<file path="config.mk">
export PLATFORM = sky130hd
export DESIGN_NAME = rtl_remote_limits
export DESIGN_NICKNAME = d
export VERILOG_FILES = /design/src/design/rtl_pkg.sv /design/src/design/rtl_reg8.sv /design/src/design/rtl_filter.sv /design/src/design/rtl_remote_limits.sv
export SDC_FILE = /design/constraint.sdc
export NUM_CORES = 1
export LEC_CHECK = 0
export ABC_CLOCK_PERIOD_IN_PS = 4030
export BUFFER_PORTS_ARGS = -buffer_cell sky130_fd_sc_hd__buf_2
export CAP_MARGIN = 20
export CORE_ASPECT_RATIO = 0.7
export CORE_UTILIZATION = 62
export DETAILED_ROUTE_END_ITERATION = 6
export PLACE_DENSITY = 0.83
export SLEW_MARGIN = 20
export SYNTH_ARGS = -nofsm -noshare
export SYNTH_HDL_FRONTEND = slang
export SYNTH_SLANG_ARGS = --single-unit
</file>
<file path="constraint.sdc">
create_clock -name clk -period 4.03 [get_ports clk]
set_clock_uncertainty 0.05 [all_clocks]
set_input_delay 0.6045 -clock clk [delete_from_list [all_inputs] [get_ports clk]]
set_output_delay 0.6045 -clock clk [all_outputs]
set_load 0.01 [all_outputs]
</file>
<file path="src/design/rtl_pkg.sv">
// Purpose: Constants for the remote temperature limit register block
// Assumes: 8-bit register port, 125 MHz clock
// Notes: Offsets are the register addresses on the local port
package rtl_pkg;
   // Register addresses
   localparam logic [7:0] ADDR_READ_HI = 8'h01;
   localparam logic [7:0] ADDR_HILIM_HI = 8'h07;
   localparam logic [7:0] ADDR_LOLIM_HI = 8'h08;
   localparam logic [7:0] ADDR_READ_LO = 8'h10;
   localparam logic [7:0] ADDR_OFS_HI = 8'h11;
   localparam logic [7:0] ADDR_OFS_LO = 8'h12;
   localparam logic [7:0] ADDR_HILIM_LO = 8'h13;
   localparam logic [7:0] ADDR_LOLIM_LO = 8'h14;
   localparam logic [7:0] ADDR_CRIT = 8'h19;
   localparam logic [7:0] ADDR_HYST = 8'h21;
   localparam logic [7:0] ADDR_FILT = 8'hbf;
   localparam logic [7:0] ADDR_STAT = 8'hf0;
   localparam logic [7:0] ADDR_MASK = 8'hf1;
   // Reset values
   localparam logic [7:0] RST_HILIM_HI = 8'h46;
   localparam logic [7:0] RST_CRIT = 8'h55;
   localparam logic [7:0] RST_HYST = 8'h0a;
   localparam logic [7:0] RST_ZERO = 8'h00;
   // Fraction field: bits 7:5 of the low byte
   localparam logic [7:0] FRAC_MASK = 8'he0;
   localparam int FRAC_W = 3;
   // Filter field and mode bit
   localparam int FILT_LSB = 1;
   localparam int MODE_BIT = 0;
   localparam logic [7:0] FILT_WMASK = 8'h07;
   // Status bit positions
   localparam int ST_HIGH = 0;
   localparam int ST_LOW = 1;
   localparam int ST_CRIT = 2;
   localparam int ST_W = 3;
   // Filter shift amounts for the running average
   localparam int SHIFT_MIN = 1;
   localparam int SHIFT_MAX = 3;
   typedef enum logic [1:0]
   {
      RTL_FILT_OFF = 2'b00,
      RTL_FILT_MIN1 = 2'b01,
      RTL_FILT_MIN2 = 2'b10,
      RTL_FILT_MAX = 2'b11
   } rtl_filt_type;
endpackage

</file>
<file path="src/design/rtl_reg8.sv">
// Purpose: One 8-bit software register with reset value and write mask
// Assumes: Synchronous active-high reset
// Notes: Bits outside the mask read as zero
`timescale 1ns/1ps
`default_nettype none
module rtl_reg8 #(
   parameter logic [7:0] RST = 8'h00,
   parameter logic [7:0] WMASK = 8'hff
)
(
   // Clock and reset
   input wire logic clk,
   input wire logic sys_rst,
   // Write side
   input wire logic wr,
   input wire logic [7:0] wdata,
   // Value
   output logic [7:0] q
);
   logic [7:0] q_reg;

   // Store masked data
   always_ff @(posedge clk)
   begin
      if (sys_rst)
         q_reg <= RST & WMASK;
      else if (wr)
         q_reg <= wdata & WMASK;
   end

   assign q = q_reg;
endmodule
`default_nettype wire

</file>
<file path="src/design/rtl_filter.sv">
// Purpose: Selectable running-average filter on an 11-bit reading
// Assumes: One new sample per sample_valid pulse
// Notes: Output register is updated one cycle after each sample
`timescale 1ns/1ps
`default_nettype none
module rtl_filter
   import rtl_pkg::*;
(
   // Clock and reset
   input wire logic clk,
   input wire logic sys_rst,
   // Control
   input wire logic [1:0] mode,
   // Sample in
   input wire logic sample_valid,
   input wire logic signed [10:0] sample,
   // Filtered out
   output logic out_valid,
   output logic signed [10:0] out
);
   import rtl_pkg::*;
   logic signed [10:0] out_reg;
   logic out_valid_reg;
   logic signed [13:0] diff;
   logic signed [13:0] step;

   // Step toward the sample by a fraction set by the filter level
   always_comb
   begin
      diff = 14'(sample) - 14'(out_reg);
      unique case (rtl_filt_type'(mode))
         RTL_FILT_OFF: step = diff;
         RTL_FILT_MIN1,
         RTL_FILT_MIN2: step = diff >>> SHIFT_MIN;
         RTL_FILT_MAX: step = diff >>> SHIFT_MAX;
      endcase
   end

   // Average holds its state; filter off just tracks the input
   always_ff @(posedge clk)
   begin
      if (sys_rst)
      begin
         out_reg <= '0;
         out_valid_reg <= 1'b0;
      end
      else
      begin
         out_valid_reg <= sample_valid;
         if (sample_valid)
            out_reg <= 11'(14'(out_reg) + step);
      end
   end

   assign out = out_reg;
   assign out_valid = out_valid_reg;
endmodule
`default_nettype wire

</file>
<file path="src/design/rtl_remote_limits.sv">
// Purpose: Remote temperature reading, offset, limits, critical and alert
// Assumes: Converter results arrive synchronous to clk with a valid pulse
// Notes: Readings are 11-bit two's complement in eighths of a degree
//
// Implementation choice: the strobed register port.
`timescale 1ns/1ps
`default_nettype none
module rtl_remote_limits
(
   // Clock and reset
   input wire logic clk,
   input wire logic sys_rst,
   // Register port
   input wire logic [7:0] reg_addr,
   input wire logic [7:0] reg_wdata,
   input wire logic reg_wr,
   input wire logic reg_rd,
   output logic [7:0] reg_rdata,
   // Converter result, 11-bit signed in eighths of a degree
   input wire logic adc_valid,
   input wire logic [10:0] adc_data,
   // Alert and critical outputs
   output logic alert,
   output logic crit_active,
   output logic irq
);
   import rtl_pkg::*;

   // Register values
   logic [7:0] ofs_hi; // Offset integer byte
   logic [7:0] ofs_lo; // Offset fraction byte
   logic [7:0] hil_hi; // High setpoint integer byte
   logic [7:0] hil_lo; // High setpoint fraction byte
   logic [7:0] lol_hi; // Low setpoint integer byte
   logic [7:0] lol_lo; // Low setpoint fraction byte
   logic [7:0] crit_lim; // Critical limit, whole degrees
   logic [7:0] hyst; // Critical hysteresis, whole degrees
   logic [7:0] filt_cfg; // Filter field and alert mode bit
   logic [7:0] mask_q; // Alert mask, status layout
   logic [7:0] rdata_reg;
   logic [7:0] frac_snap_reg;
   logic [ST_W-1:0] status_reg;
   logic [ST_W-1:0] cond;
   logic [ST_W-1:0] clr_ok;
   logic signed [10:0] reading_reg;
   logic signed [10:0] sum, filt_out;
   logic filt_valid;
   logic sum_valid_reg;
   logic signed [10:0] sum_reg;
   logic crit_reg;
   logic alert_reg;
   logic stat_rd;

   // Write strobe decode, used by every writable register
   function automatic logic wr_hit(input logic we, input logic [7:0] addr,
                                   input logic [7:0] a);
      return we && (addr == a);
   endfunction

   // Join integer and fraction bytes into an 11-bit signed value
   function automatic logic signed [10:0] join_val(input logic [7:0] hi,
                                                   input logic [7:0] lo);
      return {hi, lo[7:8-FRAC_W]};
   endfunction

   // Per-register write strobes
   logic wr_ofs_hi;
   logic wr_ofs_lo;
   logic wr_hil_hi;
   logic wr_hil_lo;
   logic wr_lol_hi;
   logic wr_lol_lo;
   logic wr_crit;
   logic wr_hyst;
   logic wr_filt;
   logic wr_mask;

   // Bus signals passed in, so each decode follows strobe and address;
   // a decode reading them only inside the function could go stale
   assign wr_ofs_hi = wr_hit(reg_wr, reg_addr, ADDR_OFS_HI);
   assign wr_ofs_lo = wr_hit(reg_wr, reg_addr, ADDR_OFS_LO);
   assign wr_hil_hi = wr_hit(reg_wr, reg_addr, ADDR_HILIM_HI);
   assign wr_hil_lo = wr_hit(reg_wr, reg_addr, ADDR_HILIM_LO);
   assign wr_lol_hi = wr_hit(reg_wr, reg_addr, ADDR_LOLIM_HI);
   assign wr_lol_lo = wr_hit(reg_wr, reg_addr, ADDR_LOLIM_LO);
   assign wr_crit = wr_hit(reg_wr, reg_addr, ADDR_CRIT);
   assign wr_hyst = wr_hit(reg_wr, reg_addr, ADDR_HYST);
   assign wr_filt = wr_hit(reg_wr, reg_addr, ADDR_FILT);
   assign wr_mask = wr_hit(reg_wr, reg_addr, ADDR_MASK);

   // Software registers with their reset values
   // Offset integer byte
   rtl_reg8 #(.RST(RST_ZERO), .WMASK(8'hff)) u_ofs_hi
   (
      .clk(clk),
      .sys_rst(sys_rst),
      .wr(wr_ofs_hi),
      .wdata(reg_wdata),
      .q(ofs_hi)
   );
   // Offset fraction byte, low bits forced to zero
   rtl_reg8 #(.RST(RST_ZERO), .WMASK(FRAC_MASK)) u_ofs_lo
   (
      .clk(clk),
      .sys_rst(sys_rst),
      .wr(wr_ofs_lo),
      .wdata(reg_wdata),
      .q(ofs_lo)
   );
   // High setpoint integer byte
   rtl_reg8 #(.RST(RST_HILIM_HI), .WMASK(8'hff)) u_hil_hi
   (
      .clk(clk),
      .sys_rst(sys_rst),
      .wr(wr_hil_hi),
      .wdata(reg_wdata),
      .q(hil_hi)
   );
   // High setpoint fraction byte
   rtl_reg8 #(.RST(RST_ZERO), .WMASK(FRAC_MASK)) u_hil_lo
   (
      .clk(clk),
      .sys_rst(sys_rst),
      .wr(wr_hil_lo),
      .wdata(reg_wdata),
      .q(hil_lo)
   );
   // Low setpoint integer byte
   rtl_reg8 #(.RST(RST_ZERO), .WMASK(8'hff)) u_lol_hi
   (
      .clk(clk),
      .sys_rst(sys_rst),
      .wr(wr_lol_hi),
      .wdata(reg_wdata),
      .q(lol_hi)
   );
   // Low setpoint fraction byte
   rtl_reg8 #(.RST(RST_ZERO), .WMASK(FRAC_MASK)) u_lol_lo
   (
      .clk(clk),
      .sys_rst(sys_rst),
      .wr(wr_lol_lo),
      .wdata(reg_wdata),
      .q(lol_lo)
   );
   // Critical limit, rewritable at any time
   rtl_reg8 #(.RST(RST_CRIT), .WMASK(8'hff)) u_crit
   (
      .clk(clk),
      .sys_rst(sys_rst),
      .wr(wr_crit),
      .wdata(reg_wdata),
      .q(crit_lim)
   );
   // Critical hysteresis
   rtl_reg8 #(.RST(RST_HYST), .WMASK(8'hff)) u_hyst
   (
      .clk(clk),
      .sys_rst(sys_rst),
      .wr(wr_hyst),
      .wdata(reg_wdata),
      .q(hyst)
   );
   // Unused bits are dropped so a careless host cannot set them
   rtl_reg8 #(.RST(RST_ZERO), .WMASK(FILT_WMASK)) u_filt
   (
      .clk(clk),
      .sys_rst(sys_rst),
      .wr(wr_filt),
      .wdata(reg_wdata),
      .q(filt_cfg)
   );
   // Alert mask, one bit per status flag
   rtl_reg8 #(.RST(RST_ZERO), .WMASK(8'h07)) u_mask
   (
      .clk(clk),
      .sys_rst(sys_rst),
      .wr(wr_mask),
      .wdata(reg_wdata),
      .q(mask_q)
   );

   // Offset added to converter output; wraps like the eleven-bit format
   always_ff @(posedge clk)
   begin
      if (sys_rst)
      begin
         sum_reg <= '0;
         sum_valid_reg <= 1'b0;
      end
      else
      begin
         sum_valid_reg <= adc_valid;
         if (adc_valid)
            sum_reg <= adc_data + join_val(ofs_hi, ofs_lo);
      end
   end
   assign sum = sum_reg;

   // Filter selected by bits 2:1
   rtl_filter u_filter
   (
      .clk(clk),
      .sys_rst(sys_rst),
      .mode(filt_cfg[FILT_LSB+1:FILT_LSB]),
      .sample_valid(sum_valid_reg),
      .sample(sum),
      .out_valid(filt_valid),
      .out(filt_out)
   );

   // Stored reading on the shifted scale, no correction applied here
   always_ff @(posedge clk)
   begin
      if (sys_rst)
         reading_reg <= '0;
      else if (filt_valid)
         reading_reg <= filt_out;
   end

   // Limit comparisons, all signed on the same scale
   always_comb
   begin
      cond = '0;
      cond[ST_HIGH] = reading_reg > join_val(hil_hi, hil_lo);
      cond[ST_LOW] = reading_reg < join_val(lol_hi, lol_lo);
      cond[ST_CRIT] = crit_reg;
   end

   // Critical with hysteresis; limit minus hysteresis widened to avoid wrap
   always_ff @(posedge clk)
   begin
      if (sys_rst)
         crit_reg <= 1'b0;
      else if (reading_reg > join_val(crit_lim, RST_ZERO))
         crit_reg <= 1'b1;
      else if (13'(reading_reg) <
               13'(signed'({crit_lim, 3'b000}))
               - signed'(13'({hyst, 3'b000})))
         crit_reg <= 1'b0;
   end

   assign stat_rd = reg_rd && (reg_addr == ADDR_STAT);
   // A flag may clear on read only when its condition is already gone
   assign clr_ok = stat_rd ? ~cond : '0;

   // Sticky status: a live condition always wins over the read clear
   always_ff @(posedge clk)
   begin
      if (sys_rst)
         status_reg <= '0;
      else
         status_reg <= cond | (status_reg & ~clr_ok);
   end

   // Fraction captured with the integer byte read
   always_ff @(posedge clk)
   begin
      if (sys_rst)
         frac_snap_reg <= '0;
      else if (reg_rd && reg_addr == ADDR_READ_HI)
         frac_snap_reg <= {reading_reg[2:0], 5'b00000};
   end

   // Read data one cycle after the strobe; unmapped reads as zero
   always_ff @(posedge clk)
   begin
      if (sys_rst)
         rdata_reg <= '0;
      else if (reg_rd)
      begin
         unique case (reg_addr)
            ADDR_READ_HI: rdata_reg <= reading_reg[10:3];
            ADDR_READ_LO: rdata_reg <= frac_snap_reg;
            ADDR_OFS_HI: rdata_reg <= ofs_hi;
            ADDR_OFS_LO: rdata_reg <= ofs_lo;
            ADDR_HILIM_HI: rdata_reg <= hil_hi;
            ADDR_HILIM_LO: rdata_reg <= hil_lo;
            ADDR_LOLIM_HI: rdata_reg <= lol_hi;
            ADDR_LOLIM_LO: rdata_reg <= lol_lo;
            ADDR_CRIT: rdata_reg <= crit_lim;
            ADDR_HYST: rdata_reg <= hyst;
            ADDR_FILT: rdata_reg <= filt_cfg;
            ADDR_STAT: rdata_reg <= {5'b00000, status_reg};
            ADDR_MASK: rdata_reg <= mask_q;
            default: rdata_reg <= '0;
         endcase
      end
      else
         rdata_reg <= '0;
   end
   assign reg_rdata = rdata_reg;

   // Alert: comparator follows conditions, interrupt mode follows flags
   always_ff @(posedge clk)
   begin
      if (sys_rst)
         alert_reg <= 1'b0;
      else if (filt_cfg[MODE_BIT])
         alert_reg <= |(cond & ~mask_q[ST_W-1:0]);
      else
         alert_reg <= |(status_reg & ~mask_q[ST_W-1:0]);
   end

   assign alert = alert_reg;
   assign crit_active = crit_reg;
   // Level interrupt from unmasked sticky flags
   assign irq = |(status_reg & ~mask_q[ST_W-1:0]);
endmodule
`default_nettype wire

</file>
# Yosys cells after proc, flatten, opt, wreduce, memory -nomap -nowiden
# Index checks and enable logic that the tools add are counted.
# Widths: inputs -> output; s select.
[classes]
n_addsub = 4
multipliers = 0
div_mod_pow = 0
n_lt_le_gt_ge = 4
eq_ne = 16
shift = 0
n_mux = 6
bitwise_logic = 8
n_reduce_logical = 18
[op_table]
columns = ["operator", "count"]
rows = [
  ["$pmux 8 s13", 1],
  ["$eq 8x5->1 const B", 6],
  ["$pmux 11 s3", 1],
  ["$eq 8x8->1 const B", 3],
  ["$add 11x11->11", 2],
  ["$gt 11x11->1", 2],
  ["$lt 11x13->1", 1],
  ["$sub 11x12->13", 1],
  ["$logic_and 1x1->1", 12],
  ["$sub 11x11->12", 1],
  ["$lt 11x11->1", 1],
  ["$and 3x3->3", 3],
  ["$not 3->3", 3],
  ["$eq 8x1->1 const B", 1],
  ["$eq 8x3->1 const B", 1],
  ["$eq 8x4->1 const B", 1],
  ["$eq 8x6->1 const B", 1],
  ["$reduce_or 3->1", 2],
  ["$eq 2x2->1 const B", 2],
  ["$reduce_or 2->1", 2],
  ["$mux 1", 3],
  ["$mux 3", 1],
  ["$or 3x3->3", 1],
  ["$eq 2x1->1 const B", 1],
  ["other kinds (3)", 3],
]
[word_totals]
regBits = 106
latchBits = 0
ram_bits = 0
romBits = 0
output_inout_bits = 11
elab_cells = 76
memories = 0

# Longest topological paths before layout
[logic_depth]
word_depth = 6
mapped_depth = 20

# Cells and area by module
# Synthesis repeated with hierarchy kept, for this count alone.
[unflattened]
hier_cells = 911
hier_area_um2 = 7903.8
[modules_own_cells]
columns = ["mod", "instances", "cells_per_inst", "area_per_inst_um2", "seq_area_each_um2"]
rows = [
  ["rtl_remote_limits", 1, 501, 4145.2, 780.7],
  ["rtl_filter", 1, 205, 1587.8, 240.2],
  ["rtl_reg8 (u_filt ...)", 5, 15, 142.6, 60.1],
  ["rtl_reg8 (u_lol_hi ...)", 2, 26, 285.3, 160.2],
  ["rtl_reg8 (u_crit)", 1, 26, 297.8, 160.2],
  ["rtl_reg8 (u_hil_hi)", 1, 26, 296.5, 160.2],
  ["rtl_reg8 (u_hyst)", 1, 26, 292.8, 160.2],
]

# Least setup slack after synthesis
# OpenSTA, ideal clock, no wires.
[synth_timing]
kind = "reg2reg"
from = "register u_filter.out_reg[0] (netlist: u_filter.out[0])"
to = "register u_filter.out_reg[10] (netlist: u_filter.out[10])"
arrival_ns = 3.501
t_required_ns = 3.910
slack_ns = 0.409
path_stages_with_launch = 18
path_buffers = 0
period_less_slack_ns = 3.621
path_cell_list = "dfxtp_1 > ha_1 > inv_1 > fa_1 > a21o_1 > a21oi_1 > xnor2_1 > a22oi_1 > o21ai_0 > fa_1 > a21o_1 > a21oi_1 > nand2b_1 > a21oi_1 > o41ai_1 > xnor2_1 > or3_1 > a21oi_1"
[synth_via]
elab_chain_len = 3
[synth_lines]
columns = ["item", "line_no", "text"]
rows = [
  ["start: declaration", "rtl_filter.sv:22", "logic signed [10:0] out_reg;"],
  ["start signal: assignment", "rtl_filter.sv:51", "out_reg <= 11'(14'(out_reg) + step);"],
  ["$sub 11x11->12", "rtl_filter.sv:30", "diff = 14'(sample) - 14'(out_reg);"],
  ["$pmux 11 s3", "rtl_filter.sv:31", "unique case (rtl_filt_type'(mode))"],
  ["$add 11x11->11 *", "rtl_filter.sv:51", ""],
]
# Every way passes the cells marked *; elsewhere a longest branch is shown, timed or not.
# A chain may end at the register's enable or synchronous reset.

# Final worst setup path
[layout_timing]
from = "register u_filter.out_reg[2] (netlist: u_filter.out[2])"
to = "register u_filter.out_reg[10] (netlist: u_filter.out[10])"
# Same word-level chain as after synthesis.

==> out/qor.yml <==
status: "completed"
ff2ff_setup_slack_ns: 0.15
finalMaxSlewViolations: 0
fp.dieW_um: 131
fin_crit_ns: 3.88
synth_nets: 1008
r2r_cells: 17
slowest_stage: "fa_1"
synth_cells: 891
vias_per_cell: 6.23
hold_class: "reg2reg"
place_congestion: 0.983
intPower_mw: 2.00
slew_headroom: 0.500
cts_made_buffers: 9
antenna_cells: 0
power_switching_mw: 1.13
leakage_nw: 3.28
grt_usage: 0.350
port_buffers: 42
die_area_um2: 12100
reg2reg_to: "u_filter.out[10]"
arrival_ns: 4.11
tightestPinTransition_ns: 0.744
io_pins: 43
synth_warnings: 0
drcViolationCount: 0
final_cell_mix: "dfxtp_1, nand2_1, a21oi_1"
finalNonFillerCells: 1076
grt_max_degree: 70
critical_path_required_ns: 4.27
ant_nets: 0
overflow: 0
fmax_mhz: 258
endpoint: "u_filter.out[10]"
ys_seq_area_frac: 0.295
core-area_um2: 11200
die_h_um: 92.2
dr.pass1.iters: 5
clock_latency_ns: 0.36
clkTransAtPathRegs_ns: 0.08
cap_violations: 0
finalHoldViolations: 0
hpwl_um: 14800
critPathMaxStageDelay_ns: 0.41
vias: 6701
critPathLaunchType: "flip-flop"
start_util: 0.644
crit_type: "reg2reg"
cts_tree: "yes"
clock_power_share: 0.281
end_kind: "flip-flop"
finalSetupViolations: 0
layout_commonest_cell: "dfxtp_1"
ys_async_sr_fraction: 0
wl_per_cell_um: 18.8
first_global_vias: 6082
hold_buffers: 0
peakVddDrop_mv: 0.246
worst_path_most_repeated_cell: "a21oi_1"
rsz0062_at_grt: "yes"
final_util: 0.704
routed_wl_um: 20200
synth_ff_type: "dfxtp_1"
clock-sinks: 106
netlist_area_um2: 7200
comb_power_share: 0.353
critPathLaunch: "u_filter.out[2]"
drtIter0Drc: 777
synth-edff-count: 0
fin_nets: 1035
r2r-start: "u_filter.out[2]"
cts_max_level: 3
antenna_found_initial: 0
clockBufferDepth: 2
fin_crit_sh: 0.963
min_delay_path_depth: 2
avgSynthCellArea_um2: 8.08
drive_gt1_frac: 0.104
area_growth_syn_to_layout_pct: 9.16
cp_max_fo: 4
cp_cell_sequence: "inv_1 > ha_1 > a21oi_2 > nand2_1 > xor2_1 > a221oi_2 > a21oi_1 > ha_1 > fa_1 > a21o_1 > a21oi_2 > nand2b_1 > a21oi_1 > o41ai_2 > xnor2_1 > or3_1 > a21oi_1"
seqPwrFrac: 0.366
rows: 32
swShare: 0.361
grt_pass1_wl_um: 32000
clock-root-buffer: "clkbuf_16"
p_per_area_nw_per_um2: 399
ys_types: 69
dp_cells: 1057
synth-seq-cells: 106
==> power by group through the flow <==
stage	Sequential [mW]	Clock [mW]	Combinational, mW
floorplan	1.15	0	0.807
detailed placement	1.17	0	1.00
CTS	1.15	0.889	1.02
finish	1.15	0.881	1.11
global placement	1.17	0	0.975
global route	1.15	0.932	1.20
==> worst max-delay path: cells and delay by family (launching register included) <==
family                     cells  cell delay [ns]
buffers and inverters          1             0.07
adders and majority gates      3             0.98
AOI/OAI and AO/OA              8             1.45
DFF                            1             0.38
xor gates and xnor gates       2             0.32
and+or+nand+nor                3             0.55
==> cell usage after synthesis, types with 6 or more instances <==
master,number,area [um^2]
a21o_1,14,105
a21oi_1,86,430
a22oi_1,20,150
a31oi_1,9,56.3
buf_1,6,22.5
clkbuf_1,27,101
dfxtp_1,106,2120
ha_1,81,1010
inv_1,79,297
mux2i_1,34,340
nand2_1,95,357
nand2b_1,16,100
nand3_1,56,280
nor2_1,76,285
nor2b_1,10,62.6
nor3_1,10,50.1
o21a_1,9,67.6
o21ai_0,28,140
xnor2_1,25,219
xor2_1,7,61.3
==> metal layers <==
metal | global-route usage | vias to the layer above | wire length [um] | part of all wire
met5 | 0 | - | 0 | 0
li1 | - | 3208 | - | -
met2 | 0.491 | 353 | 8390 | 0.41
met4 | 0.0929 | 0 | 385 | 0.019
met1 | 0.503 | 3097 | 8970 | 0.44
met3 | 0.121 | 43 | 2470 | 0.12
==> cells by family after synthesis <==
group,after synthesis,synth area share
buffers and inverters,118,0.0645
AOI/OAI and AO/OA,214,0.193
xor gates and xnor gates,32,0.0389
muxes,39,0.0598
and+or+nand+nor,297,0.197
adders and majority gates,85,0.152
DFF,106,0.295
==> layout make-up <==
class	instances	area, um^2
Clock inverter	7	67.6
Sequential cell	106	2120
Clock buffer	9	225
Tap cell	153	191
Multi-Input combinational cell	667	4650
Fill cell	898	3310
Timing Repair Buffer	54	300
Inverter	80	300
==> what timing repair did <==
action,4_1_cts,5_1_grt
resized for setup,1,11
setup buffers,0,3
pin swaps,0,4
endpoints found under the setup margin,1,3
==> metrics by stage <==
step | total power, mW | hold WS (ns) | TNS (ns) | worst slack [ns] | area [um^2]
after CTS | 3.06 | 0.416 | 0 | 0.0455 | 7800
final | 3.13 | 0.417 | 0 | 0.151 | 7860
after global placement | 2.14 | 0.395 | 0 | 0.178 | 7500
after global routing | 3.29 | 0.439 | -0.0758 | -0.0758 | 7860
after detailed placement | 2.17 | 0.405 | 0 | 0.0468 | 7500
after floorplan | 1.95 | 0.381 | 0 | 0.409 | 7200
==> worst min-delay path by stage <==
stage | endpoint | start
detailed placement | status_reg[0] | status_reg[0]
floorplan | frac_snap_reg[5] | frac_snap_reg[5]
global route | frac_snap_reg[5] | frac_snap_reg[5]
CTS | status_reg[0] | status_reg[0]
global placement | frac_snap_reg[6] | frac_snap_reg[6]
finish | frac_snap_reg[6] | frac_snap_reg[6]
(Power assumes the default switching activity.)
